### config.mk
export PLATFORM = sky130hd
export DESIGN_NAME = psf_field_link_map
export DESIGN_NICKNAME = d
export VERILOG_FILES = /design/src/psf_pkg.sv /design/src/psf_field_link_map.sv /design/src/psf_tick_gen.sv
export VERILOG_INCLUDE_DIRS = /design/src
export SDC_FILE = /design/constraint.sdc
export NUM_CORES = 1
export LEC_CHECK = 0
export BUFFER_PORTS_ARGS = -buffer_cell sky130_fd_sc_hd__buf_2
export CAP_MARGIN = 40
export CORE_MARGIN = 4
export CORE_UTILIZATION = 40
export DETAILED_ROUTE_END_ITERATION = 8
export PLACE_DENSITY_LB_ADDON = 0.12
export SETUP_SLACK_MARGIN = 0.02
export SYNTH_ARGS = -nofsm -noshare
export SYNTH_HDL_FRONTEND = slang
export SYNTH_HIERARCHICAL = 1
export SYNTH_SLANG_ARGS = --single-unit
### constraint.sdc
create_clock -name ref_clk -period 4.4 [get_ports ref_clk]
set_input_delay 0.66 -clock ref_clk [delete_from_list [all_inputs] [get_ports ref_clk]]
set_output_delay 0.66 -clock ref_clk [all_outputs]
set_load 0.01 [all_outputs]
### src/psf_defs.svh
/*
 * Offsets, field positions, reset values and timing figures of the
 * field link data map. Included by the package user modules; holds
 * definitions only.
 */
`ifndef PSF_DEFS_SVH
`define PSF_DEFS_SVH

// ----------------------------------------------------------------
// Parameter indices
// ----------------------------------------------------------------
`define PSF_IDX_STORAGE   8'h40
`define PSF_IDX_EVENTS    8'h41
`define PSF_IDX_STANDBY   8'h65
`define PSF_IDX_SOURCE    8'h67
`define PSF_IDX_TOT_PRE   8'h68
`define PSF_IDX_VSET      8'h69
`define PSF_IDX_CH_EN     8'h6A
`define PSF_IDX_TRIP      8'h6C
`define PSF_IDX_PRE       8'h6D
`define PSF_SUB_CHANNELS  8'h04

// ----------------------------------------------------------------
// Reset values (mV, mA, 0.01 %)
// ----------------------------------------------------------------
`define PSF_RST_VSET      16'h5FB4
`define PSF_RST_STANDBY   1'b0
`define PSF_RST_SOURCE    2'h2
`define PSF_RST_CH_EN     4'hF
`define PSF_RST_TRIP      16'hFFFF
`define PSF_RST_PRE       16'h1F62
`define PSF_RST_TOT_PRE   16'h4E20

// ----------------------------------------------------------------
// Cyclic image layout
// ----------------------------------------------------------------
`define PSF_PD_WIDTH      120
`define PSF_PD_TOT_LSB    104
`define PSF_PD_VOUT_LSB   88
`define PSF_PD_CH1_LSB    72
`define PSF_PD_CH2_LSB    56
`define PSF_PD_CH3_LSB    40
`define PSF_PD_CH4_LSB    24
`define PSF_PD_ON_LSB     16
`define PSF_PD_OL_LSB     8
`define PSF_PD_SC_LSB     0

// ----------------------------------------------------------------
// Event set
// ----------------------------------------------------------------
`define PSF_EVT_LOCAL_CHG 12
`define PSF_EVT_MASK      16'h27FF

// ----------------------------------------------------------------
// Timing
// ----------------------------------------------------------------
`define PSF_CLK_MHZ       250
`define PSF_PD_PERIOD_US  2000
`define PSF_MEAS_PERIOD_US 50000

`endif

### src/psf_pkg.sv
/*
 * Types shared by the field link data map modules.
 * Assumes nothing of its surroundings.
 */
package psf_pkg;

    // Control source codes, in their documented order 0..3
    typedef enum logic [1:0] {
        psf_src_panel,
        psf_src_link,
        psf_src_both,
        psf_src_none
    } psf_src_t;

    typedef logic [15:0] psf_word_t;

endpackage : psf_pkg

### src/psf_field_link_map.sv
/*
 * Field link data map of a multi-output supply with electronic fuses:
 * cyclic process image, indexed parameter store, 50 ms status snapshot.
 * Assumes the link stack and the local panel logic run on ref_clk and
 * hold each request for exactly one cycle; measurement inputs come
 * from logic on the same clock.
 */
`include "psf_defs.svh"
`timescale 1ns/1ps
`default_nettype none

module psf_field_link_map
    import psf_pkg::*;
#(
    parameter int PD_CYCLES   = `PSF_PD_PERIOD_US * `PSF_CLK_MHZ,
    parameter int MEAS_CYCLES = `PSF_MEAS_PERIOD_US * `PSF_CLK_MHZ
) (
    input  wire logic                    ref_clk,
    input  wire logic                    srst,
    input  wire logic                    link_req,
    input  wire logic                    link_we,
    input  wire logic [7:0]              link_index,
    input  wire logic [7:0]              link_subindex,
    input  wire logic [15:0]             link_wdata,
    output var  logic                    link_done,
    output var  logic                    link_err,
    output var  logic [15:0]             link_rdata,
    input  wire logic                    panel_req,
    input  wire logic [7:0]              panel_index,
    input  wire logic [7:0]              panel_subindex,
    input  wire logic [15:0]             panel_wdata,
    output wire logic                    panel_taken,
    input  wire logic [15:0]             meas_total_cur,
    input  wire logic [15:0]             meas_vout,
    input  wire logic [15:0]             meas_ch1_cur,
    input  wire logic [15:0]             meas_ch2_cur,
    input  wire logic [15:0]             meas_ch3_cur,
    input  wire logic [15:0]             meas_ch4_cur,
    input  wire logic [3:0]              fuse_on,
    input  wire logic [3:0]              fuse_ol_trip,
    input  wire logic [3:0]              fuse_sc_trip,
    input  wire logic [15:0]             unit_events,
    input  wire logic [1:0]              storage_state,
    output var  logic [`PSF_PD_WIDTH-1:0] pd_image,
    output var  logic                    pd_valid,
    output var  logic                    standby,
    output var  logic [15:0]             vout_setpoint,
    output var  logic [3:0]              ch_enable,
    output wire logic [15:0]             trip_ch1,
    output wire logic [15:0]             trip_ch2,
    output wire logic [15:0]             trip_ch3,
    output wire logic [15:0]             trip_ch4,
    output wire logic [15:0]             prealarm_ch1,
    output wire logic [15:0]             prealarm_ch2,
    output wire logic [15:0]             prealarm_ch3,
    output wire logic [15:0]             prealarm_ch4,
    output var  logic [15:0]             total_prealarm
);

    // ------------------------------------------------------------
    // Decode helpers
    // ------------------------------------------------------------
    // Writable parameter at a legal subindex
    function automatic logic psf_rw_hit(input logic [7:0] idx, input logic [7:0] sub);
        logic chan;
        chan = (sub < `PSF_SUB_CHANNELS);
        case (idx)
            `PSF_IDX_STANDBY, `PSF_IDX_SOURCE, `PSF_IDX_TOT_PRE,
            `PSF_IDX_VSET, `PSF_IDX_CH_EN: psf_rw_hit = (sub == 8'h00);
            `PSF_IDX_TRIP, `PSF_IDX_PRE:   psf_rw_hit = chan;
            default:                       psf_rw_hit = 1'b0;
        endcase
    endfunction : psf_rw_hit

    // Whether the control source admits the link or the panel
    function automatic logic psf_src_admits(input psf_src_t src, input logic from_link);
        case (src)
            psf_src_panel: psf_src_admits = !from_link;
            psf_src_link:  psf_src_admits = from_link;
            psf_src_both:  psf_src_admits = 1'b1;
            default:       psf_src_admits = 1'b0;
        endcase
    endfunction : psf_src_admits

    // ------------------------------------------------------------
    // State
    // ------------------------------------------------------------
    psf_src_t                  src_reg;
    logic [15:0]               trip_reg [4];
    logic [15:0]               pre_reg [4];
    logic [15:0]               evt_snap_reg;
    logic [1:0]                storage_snap_reg;
    logic                      panel_chg_reg;
    logic                      pd_tick;
    logic                      meas_tick;
    logic [`PSF_PD_WIDTH-1:0]  pd_next;
    logic [15:0]               rd_word;
    logic                      rd_hit;
    logic                      link_rw_hit;
    logic                      link_permit;
    logic                      link_err_c;
    logic                      link_wr_go;
    logic                      panel_go;
    logic                      acc_go;
    logic [7:0]                acc_idx;
    logic [1:0]                acc_ch;
    logic [15:0]               acc_data;
    logic                      evt_read;
    logic                      sub0;

    psf_tick_gen #(.PERIOD(PD_CYCLES)) u_pd_tick (
        .ref_clk (ref_clk),
        .srst    (srst),
        .tick    (pd_tick)
    );

    psf_tick_gen #(.PERIOD(MEAS_CYCLES)) u_meas_tick (
        .ref_clk (ref_clk),
        .srst    (srst),
        .tick    (meas_tick)
    );

    // ------------------------------------------------------------
    // Cyclic process image
    // ------------------------------------------------------------
    assign pd_next = {meas_total_cur,
                      meas_vout,
                      meas_ch1_cur, meas_ch2_cur,
                      meas_ch3_cur, meas_ch4_cur,
                      4'h0, fuse_on,
                      4'h0, fuse_ol_trip,
                      4'h0, fuse_sc_trip};

    always_ff @(posedge ref_clk) begin
        if (srst) begin
            pd_image <= '0;
            pd_valid <= 1'b0;
        end else begin
            if (pd_tick) begin
                pd_image <= pd_next;
            end
            pd_valid <= pd_tick;
        end
    end

    // ------------------------------------------------------------
    // Request decode
    // ------------------------------------------------------------
    assign sub0        = (link_subindex == 8'h00);
    assign link_rw_hit = psf_rw_hit(link_index, link_subindex);
    // The source selector stays link-writable, else a lock could never be undone
    assign link_permit = (link_index == `PSF_IDX_SOURCE) ? (link_wdata[15:2] == 14'h0)
                                                         : psf_src_admits(src_reg, 1'b1);
    assign link_err_c  = !rd_hit || (link_we && (!link_rw_hit || !link_permit));
    assign link_wr_go  = link_req && link_we && !link_err_c;
    assign panel_go    = panel_req && !link_wr_go
                      && psf_rw_hit(panel_index, panel_subindex)
                      && (panel_index != `PSF_IDX_SOURCE)
                      && psf_src_admits(src_reg, 1'b0);
    assign panel_taken = panel_go;
    assign acc_go      = link_wr_go || panel_go;
    assign acc_idx     = link_wr_go ? link_index : panel_index;
    assign acc_ch      = link_wr_go ? link_subindex[1:0] : panel_subindex[1:0];
    assign acc_data    = link_wr_go ? link_wdata : panel_wdata;
    assign evt_read    = link_req && !link_we && !link_err_c
                      && (link_index == `PSF_IDX_EVENTS);

    always_comb begin
        rd_word = 16'h0000;
        rd_hit  = 1'b0;
        case (link_index)
            `PSF_IDX_STORAGE: begin
                rd_hit  = sub0;
                rd_word = {14'h0000, storage_snap_reg};
            end
            `PSF_IDX_EVENTS: begin
                rd_hit  = sub0 && !link_we;
                rd_word = evt_snap_reg;
            end
            `PSF_IDX_STANDBY: begin
                rd_hit  = sub0;
                rd_word = {15'h0000, standby};
            end
            `PSF_IDX_SOURCE: begin
                rd_hit  = sub0;
                rd_word = {14'h0000, src_reg};
            end
            `PSF_IDX_TOT_PRE: begin
                rd_hit  = sub0;
                rd_word = total_prealarm;
            end
            `PSF_IDX_VSET: begin
                rd_hit  = sub0;
                rd_word = vout_setpoint;
            end
            `PSF_IDX_CH_EN: begin
                rd_hit  = sub0;
                rd_word = {12'h000, ch_enable};
            end
            `PSF_IDX_TRIP: begin
                rd_hit  = (link_subindex < `PSF_SUB_CHANNELS);
                rd_word = trip_reg[link_subindex[1:0]];
            end
            `PSF_IDX_PRE: begin
                rd_hit  = (link_subindex < `PSF_SUB_CHANNELS);
                rd_word = pre_reg[link_subindex[1:0]];
            end
            default: begin
                rd_hit  = 1'b0;
                rd_word = 16'h0000;
            end
        endcase
    end

    // ------------------------------------------------------------
    // Link answer, one cycle after the request
    // ------------------------------------------------------------
    always_ff @(posedge ref_clk) begin
        if (srst) begin
            link_done  <= 1'b0;
            link_err   <= 1'b0;
            link_rdata <= 16'h0000;
        end else begin
            link_done  <= link_req;
            link_err   <= link_req && link_err_c;
            link_rdata <= (link_req && !link_we && !link_err_c) ? rd_word : 16'h0000;
        end
    end

    // ------------------------------------------------------------
    // Parameter store
    // ------------------------------------------------------------
    always_ff @(posedge ref_clk) begin
        if (srst) begin
            vout_setpoint  <= `PSF_RST_VSET;
            standby        <= `PSF_RST_STANDBY;
            src_reg        <= psf_src_t'(`PSF_RST_SOURCE);
            ch_enable      <= `PSF_RST_CH_EN;
            total_prealarm <= `PSF_RST_TOT_PRE;
            for (int i = 0; i < 4; i++) begin
                trip_reg[i] <= `PSF_RST_TRIP;
                pre_reg[i]  <= `PSF_RST_PRE;
            end
        end else if (acc_go) begin
            case (acc_idx)
                `PSF_IDX_VSET:    vout_setpoint  <= acc_data;
                `PSF_IDX_STANDBY: standby        <= acc_data[0];
                `PSF_IDX_SOURCE:  src_reg        <= psf_src_t'(acc_data[1:0]);
                `PSF_IDX_CH_EN:   ch_enable      <= acc_data[3:0];
                `PSF_IDX_TRIP:    trip_reg[acc_ch] <= acc_data;
                `PSF_IDX_PRE:     pre_reg[acc_ch]  <= acc_data;
                `PSF_IDX_TOT_PRE: total_prealarm <= acc_data;
                default:          standby        <= standby;
            endcase
        end
    end

    assign trip_ch1     = trip_reg[0];
    assign trip_ch2     = trip_reg[1];
    assign trip_ch3     = trip_reg[2];
    assign trip_ch4     = trip_reg[3];
    assign prealarm_ch1 = pre_reg[0];
    assign prealarm_ch2 = pre_reg[1];
    assign prealarm_ch3 = pre_reg[2];
    assign prealarm_ch4 = pre_reg[3];

    // ------------------------------------------------------------
    // 50 ms status snapshot
    // ------------------------------------------------------------
    // Panel change is sticky until the master reads the event set; a new
    // change in the clearing cycle wins so it is never lost
    always_ff @(posedge ref_clk) begin
        if (srst) begin
            panel_chg_reg    <= 1'b0;
            evt_snap_reg     <= 16'h0000;
            storage_snap_reg <= 2'h0;
        end else begin
            panel_chg_reg <= panel_go || (panel_chg_reg && !evt_read);
            if (meas_tick) begin
                evt_snap_reg <= (unit_events & `PSF_EVT_MASK)
                              | ({15'h0000, panel_chg_reg} << `PSF_EVT_LOCAL_CHG);
                storage_snap_reg <= storage_state;
            end
        end
    end

    // ------------------------------------------------------------
    // Checks
    // ------------------------------------------------------------
    logic [31:0] pd_gap_reg;
    logic        pd_seen_reg;

    always_ff @(posedge ref_clk) begin
        if (srst) begin
            pd_gap_reg  <= 32'h0000_0000;
            pd_seen_reg <= 1'b0;
        end else begin
            pd_gap_reg  <= pd_valid ? 32'h0000_0000 : pd_gap_reg + 32'h0000_0001;
            pd_seen_reg <= pd_seen_reg || pd_valid;
        end
    end
endmodule : psf_field_link_map

`default_nettype wire

### src/psf_tick_gen.sv
/*
 * Free-running period divider giving one-cycle ticks.
 * Assumes a synchronous active-high reset on the same clock.
 */
`timescale 1ns/1ps
`default_nettype none

module psf_tick_gen #(
    parameter int PERIOD = 500000
) (
    input  wire logic ref_clk,
    input  wire logic srst,
    output var  logic tick
);

    localparam int CW = $clog2(PERIOD);

    generate
        if (PERIOD < 2) begin : g_bad_period
            $error("psf_tick_gen: PERIOD must be at least 2");
        end
    endgenerate

    logic [CW-1:0] cnt_reg;
    logic [CW-1:0] cnt_next;
    logic          wrap;

    assign wrap     = (cnt_reg == CW'(PERIOD - 1));
    assign cnt_next = wrap ? '0 : cnt_reg + 1'b1;

    always_ff @(posedge ref_clk) begin
        if (srst) begin
            cnt_reg <= '0;
            tick    <= 1'b0;
        end else begin
            cnt_reg <= cnt_next;
            tick    <= wrap;
        end
    end

endmodule : psf_tick_gen

`default_nettype wire

# Yosys cells after proc, flatten, opt, wreduce, memory -nomap -nowiden
# Memories as Yosys holds them, arrays and structs flattened.
# Cells that the tools add are included.
word_totals:
  ff_bits: 230
  mem_bits_rw: 128
  input_bits: 195
  output_inout_bits: 305
  wordCells: 124
  mem_count: 2
mem_list:
  columns: ["memory", "depth", "word_bits", "read_ports", "rd_clocked_by_memory_dff", "wr", "line", "rtl"]
  rows:
  - ["pre_reg", 4, 16, 5, 0, 4, "psf_field_link_map.sv:90", "logic [15:0] pre_reg [4];"]
  - ["trip_reg", 4, 16, 5, 0, 4, "psf_field_link_map.sv:89", "logic [15:0] trip_reg [4];"]
classes:
  n_addsub: 2
  n_lt_le_gt_ge: 2
  eq_ne: 28
  n_mux: 26
  bitwise_logic: 2
  reduce_logical: 45
ops:
  columns: ["operator", "count"]
  rows:
  - ["8-bit by 7-bit equality test with 1-bit output, second input constant", 23]
  - ["16-bit case mux with 9 select lines", 1]
  - ["16-bit two-way mux", 3]
  - ["16-bit OR reduction", 2]
  - ["24-bit by 1-bit adder with 24-bit output, second input constant", 1]
  - ["24-bit equality test, second input constant", 1]
  - ["19-bit by 1-bit adder with 19-bit output, second input constant", 1]
  - ["19-bit equality test, second input constant", 1]
  - ["8-bit zero test", 2]
  - ["8-bit by 3-bit < comparator with 1-bit output, second input constant", 2]
  - ["1-bit two-way mux", 15]
  - ["14-bit zero test", 1]
  - ["14-bit by 13-bit bitwise OR with 14-bit output", 1]
  - ["2-bit OR reduction", 7]
  - ["1-bit logical AND", 13]
  - ["2-bit AND reduction", 5]
  - ["5-bit OR reduction", 2]
  - ["8-bit two-way mux", 1]
  - ["8-bit by 7-bit != test with 1-bit output, second input constant", 1]
  - ["1-bit zero test", 7]
  - ["2-bit two-way mux", 3]
  - ["6-bit OR reduction", 1]
  - ["1-bit logical OR", 4]
  - ["1-bit case mux with 2 select lines", 2]
  - ["5 further kinds", 5]

# Longest topological paths before layout
logic_depth:
  word_depth: 21
  mapped_depth: 10
  mapped_depth_nobuf: 7

# Cells and area by module
# Netlist, hierarchy kept.
modules_own_cells:
  columns: ["module", "n_inst", "cells_each", "area_each_um2", "seq_area_each_um2"]
  rows:
  - ["psf_field_link_map", 1, 1286, 14168.6, 7487.2]
  - ["psf_tick_gen (u_meas_tick)", 1, 132, 1151.1, 500.5]
  - ["psf_tick_gen (u_pd_tick)", 1, 107, 945.9, 400.4]

# Worst setup path after synthesis
# No wires, ideal clock.
synth_timing:
  path_type: "input -> register"
  startpoint: "in link_index[4]"
  endpoint: "mem pre_reg[1][0] (enable)"
  setup_ns: 0.411
  t_arrival_ns: 3.226
  required_ns: 3.989
  setup_slack_ns: 0.762
  path_stages: 7
  n_path_buf: 1
  cell_sequence: "or3b_4 -> o31ai_1 -> o311ai_1 -> buf_2 -> a31oi_1 -> nand4_1 -> o21ai_0"
synth_lines:
  columns: ["item", "line", "rtl"]
  rows:
  - ["from (decl)", "psf_field_link_map.sv:22", "input wire logic [7:0] link_index,"]
  - ["to (decl)", "psf_field_link_map.sv:90", null]

# Worst setup path in the final report
layout_timing:
  startpoint: "in link_index[4]"
  endpoint: "out panel_taken"
layout_via:
  elab_chain_len: 14
  word_cells_on_any_way: 28
  cone_classes: "9 x eq/ne; 3 x mux; 16 x reduce/logical"
layout_rtl:
  columns: ["item", "line", "rtl"]
  rows:
  - ["8-bit by 7-bit equality test with 1-bit output", "psf_field_link_map.sv:67, psf_field_link_map.sv:171", null]
  - ["5-bit OR reduction / 2-bit OR reduction (equally long branches)", null, null]
  - ["1-bit case mux with 2 select lines", "psf_field_link_map.sv:67", "case (idx)"]
  - ["1-bit zero test", "psf_field_link_map.sv:154", "assign link_err_c = !rd_hit || (link_we && (!link_rw_hit || !link_permit));"]
  - ["1-bit logical OR", "psf_field_link_map.sv:154", null]
  - ["1-bit logical AND", "psf_field_link_map.sv:154", null]
  - ["1-bit logical OR (*)", "psf_field_link_map.sv:154", null]
  - ["1-bit zero test (*)", "psf_field_link_map.sv:155", "assign link_wr_go = link_req && link_we && !link_err_c;"]
  - ["1-bit logical AND (*)", "psf_field_link_map.sv:155", null]
  - ["1-bit zero test (*)", "psf_field_link_map.sv:156", "assign panel_go = panel_req && !link_wr_go"]
  - ["1-bit logical AND (*)", "psf_field_link_map.sv:156", null]
  - ["1-bit logical AND (*)", "psf_field_link_map.sv:157", "&& psf_rw_hit(panel_index, panel_subindex)"]
  - ["1-bit logical AND (*) (2 in series)", "psf_field_link_map.sv:156", null]
  - ["to (decl)", "psf_field_link_map.sv:32", "output wire logic panel_taken,"]
# Every way passes the cells marked *; elsewhere a longest branch is shown, timed or not.

==> summary.md <==
| Metric | Value |
|---|---|
| CTS buffer count | `between 40 and 50` |
| Share of layout cells above drive strength 1 | `between 30% and 40%` |
| Most frequent cells in the layout | `482 x buf_2, 252 x nor2_1, 226 x dfxtp_1, 156 x mux2i_1, 128 x edfxtp_1` |
| Skew-Pair Late Insertion Delay | `~0.57 ns` |
| CTS tree | `done` |
| Residual DRC count | `0` |
| CTS sink cnt | `around 360` |
| Crit path from | `link_index[4]` |
| R2R Path End | `trip_reg[2][1]$_SDFFCE_PN1P_` |
| Final Non-Filler Cells | `~2600` |
| Post-synth EDFFs | `roughly 130` |
| Gpl congestion | `about 0.87` |
| Pins over their slew limit | `0` |
| Most common cell after layout, fill and taps aside | `buf_2` |
| Root buffer cell | `clkbuf_16` |
| Leak Pwr | `7.82 nW` |
| Async SR Flop Fraction | `0%` |
| Wirelength per Cell | `22.7 µm` |
| Die Wd | `210 µm` |
| Final ANT Viol Nets | `0` |
| Area overhead of the layout relative to synthesis | `26.9%` |
| Fmax | `approximately 290 MHz` |
| Worst hold path class | `primary input to register` |
| Main flop type after synthesis | `dfxtp_1` |
| Crit end category | `output pin` |
| Fin crit share | `around four fifths` |
| Dpl cells | `roughly 2500` |
| CTS Buffer Depth | `3` |
| CTS H-tree depth | `2` |
| Vias in the first global route | `13300` |
| Die height | `between 200 and 250 µm` |
| Yosys warnings | `6` |
| Reg power frac | `between 40 and 50%` |
| Final hold violation count | `0` |
| Switch Pwr | `1.69 mW` |
| CP Class | `primary input to output pin` |
| Post-Syn Area per Cell | `about 11 µm²` |
| Area of the die | `~0.044 mm²` |
| Dpl hpwl | `43300 µm` |
| Synth cell types | `between 80 and 90` |
| Setup total negative slack | `0 ns` |
| Cell internal pwr | `~5.6 mW` |
| Net Sw Frac | `23.2%` |
| Via count | `roughly 14000` |
| Crit path DAT | `about 2.8 ns` |
| Worst reg2reg path startpoint | `src_reg[0]$_SDFFE_PP0P_` |
| Setup bufs post-CTS | `0` |
| Setup violations, final | `0` |
| Max-slew headroom | `46.2%` |
| Core Box Area | `~0.040 mm²` |
| Initial antenna violation count | `15` |
| Overflow after GRT | `0` |
| VDD IR max | `240 µV` |
| Largest net degree at the start of global routing | `80` |
| Worst Path Required | `approximately 3.7 ns` |
| IO Count | `500` |
| Max-cap violation count | `0` |
| NumNets Final | `around 2200` |
| Clock share of power | `between 40% and 50%` |
| Minimum clock period after layout | `3.45 ns` |
| RSZ-0062 raised after global routing | `false` |
| Iter 0 DRT Violations | `1317` |
| Gate power share | `under 10%` |
| Outcome | `finished, final reports clean` |
| Worst-Margin Slew | `approximately 0.8 ns` |
| Power per cell area | `roughly 350 mW/mm²` |
| Reg2Reg Depth | `9` |
| Row count | `between 70 and 80` |
| First-pass GRT wire length | `about 84000 µm` |
| Seq/Total Area, Yosys | `51.6%` |
| Worst Skew | `about 0.022 ns` |
| R2R Setup Slk | `between 1.5 and 2 ns` |
| Max FFs per register | `~110` |
| Post-CTS sizing | `0` |
| #FFs+latches synth | `roughly 360` |
| Cell Area, Synth | `~0.016 mm²` |
| Syn Inst Count | `1525` |
| Port buffer count | `approximately 480` |
| Initial core utilization | `around two fifths` |
| Hold Buf Count CTS | `0` |
| CP endpoint | `panel_taken` |
| Pre-antenna DRT Iters | `5` |
| Reg clk slew, reported paths | `0.06 ns` |
| Final wirelength | `between 50000 and 60000 µm` |
| Via density | `between 5 and 6` |
| Overall Global Routing Usage | `between 20% and 30%` |
| Max FO, Critical Path | `7` |
| Startpoint types | `primary input` |
routing by layer:
| layer | vias up | wire length [µm] | GRT usage, % |
|---|---|---|---|
| met2 | 598 | 27900 | 39.9 |
| li1 | 6512 | - | - |
| met4 | 20 | 1810 | 8.46 |
| met5 | - | 115 | 0 |
| met3 | 106 | 4820 | 6.43 |
| met1 | 6841 | 23300 | 32.6 |
stage by stage:
step / cell area (µm²) / hold slack, ns / setup slack (ns) / util (%) / total power [mW]
2_1_floorplan: 16300 / 0.440 / 0.762 / - / 3.68
3_3_place_gp: 19200 / 0.458 / 0.650 / 47.9 / 3.88
3_5_place_dp: 19200 / 0.474 / 0.584 / 48.1 / 3.88
4_1_cts: 20600 / 0.293 / 1.06 / 51.6 / 7.37
5_1_grt: 20600 / 0.308 / 0.913 / 51.6 / 7.53
6_report: 20600 / 0.326 / 0.954 / 51.6 / 7.30
how the worst min path moves through the flow:
stage | start | to | slack, ns | cells past startpoint
floorplan | u_pd_tick/cnt_reg[0]$_SDFF_PP0_ | u_pd_tick/cnt_reg[0]$_SDFF_PP0_ | 0.44 | 1
finish | meas_ch2_cur[5] | pd_image[61]$_SDFFE_PP0P_ | 0.33 | 3
CTS | meas_vout[14] | pd_image[102]$_SDFFE_PP0P_ | 0.29 | 3
global route | unit_events[6] | evt_snap_reg[6]$_SDFFE_PP0P_ | 0.31 | 3
global placement | u_pd_tick/cnt_reg[0]$_SDFF_PP0_ | u_pd_tick/cnt_reg[0]$_SDFF_PP0_ | 0.46 | 1
detailed placement | evt_snap_reg[7]$_SDFFE_PP0P_ | link_rdata[7]$_SDFF_PP0_ | 0.47 | 2
cell families after synthesis:
| kind of cell | synth area share (%) |
|---|---|
| AND/OR/NAND/NOR | 18.2 |
| flip-flops | 51.6 |
| multiplexers | 15.3 |
| AO/OA/AOI/OAI | 9.35 |
| buffers and inverters | 3.71 |
| XOR/XNOR | 1.45 |
| adder cells (fa/ha/maj) | 0.308 |
| other | 0.0231 |
power by group through the flow:
stage / sequential (mW) / clock [mW] / combinational (mW)
finish: 3.42 / 3.48 / 0.392
detailed placement: 3.49 / 0 / 0.390
floorplan: 3.50 / 0 / 0.177
global route: 3.42 / 3.69 / 0.419
global placement: 3.49 / 0 / 0.384
CTS: 3.42 / 3.55 / 0.391
critical path, cell delays in order:
cell	delay [ns]
buf_2	0.11
or4bb_1	0.62
o31ai_1	0.46
and4_1	0.44
nand2_1	0.13
nand2_1	0.15
inv_1	0.07
buf_2	0.15
Yosys cell counts, types with 3 or more instances:
library cell  count  area (µm²)
a21oi_1          44         220
a21oi_2           3        26.3
a222oi_1         10         100
a22o_1           24         210
a22oi_1           4        30.0
a31o_2           19         166
a31oi_1          13        81.3
and2_1            5        31.3
and3_1            8        50.1
and4_1            3        26.3
buf_1            17        63.8
buf_2            20         100
buf_4            17         128
buf_6             3        33.8
clkbuf_1         52         195
dfxtp_1         227        4540
edfxtp_1        128        3840
ha_1              4        50.1
inv_1            21        78.8
mux2_2           19         214
mux2i_1         156        1560
mux4_2           32         721
nand2_1         117         439
nand2b_1          7        43.8
nand3_1          23         115
nand3_2           4        40.0
nand3b_1         15         113
nand4_1          21         131
nand4bb_1         3        33.8
nor2_1          252         946
nor2b_1          14        87.6
nor3_1           20         100
nor4_1           18         113
o2111ai_1         4        35.0
o211a_1          13         130
o211ai_1          3        22.5
o21a_1            6        45.0
o21ai_0          22         110
o311a_1           5        50.1
o31ai_1          10        75.1
or3_1            43         269
or4_1            13        97.6
xnor2_1          19         166
xor2_1            8        70.1
final cells by class:
| class | count | area, µm² |
|---|---|---|
| Antenna cell | 5 | 12.5 |
| Clock buffer | 52 | 1160 |
| Clock inverter | 23 | 224 |
| Fill cell | 3732 | 19400 |
| Inverter | 22 | 82.6 |
| Multi-Input combinational cell | 1050 | 7330 |
| Sequential cell | 355 | 8390 |
| Tap cell | 525 | 657 |
| Timing Repair Buffer | 523 | 2780 |
No activity file was read; power rests on OpenSTA's default activity.
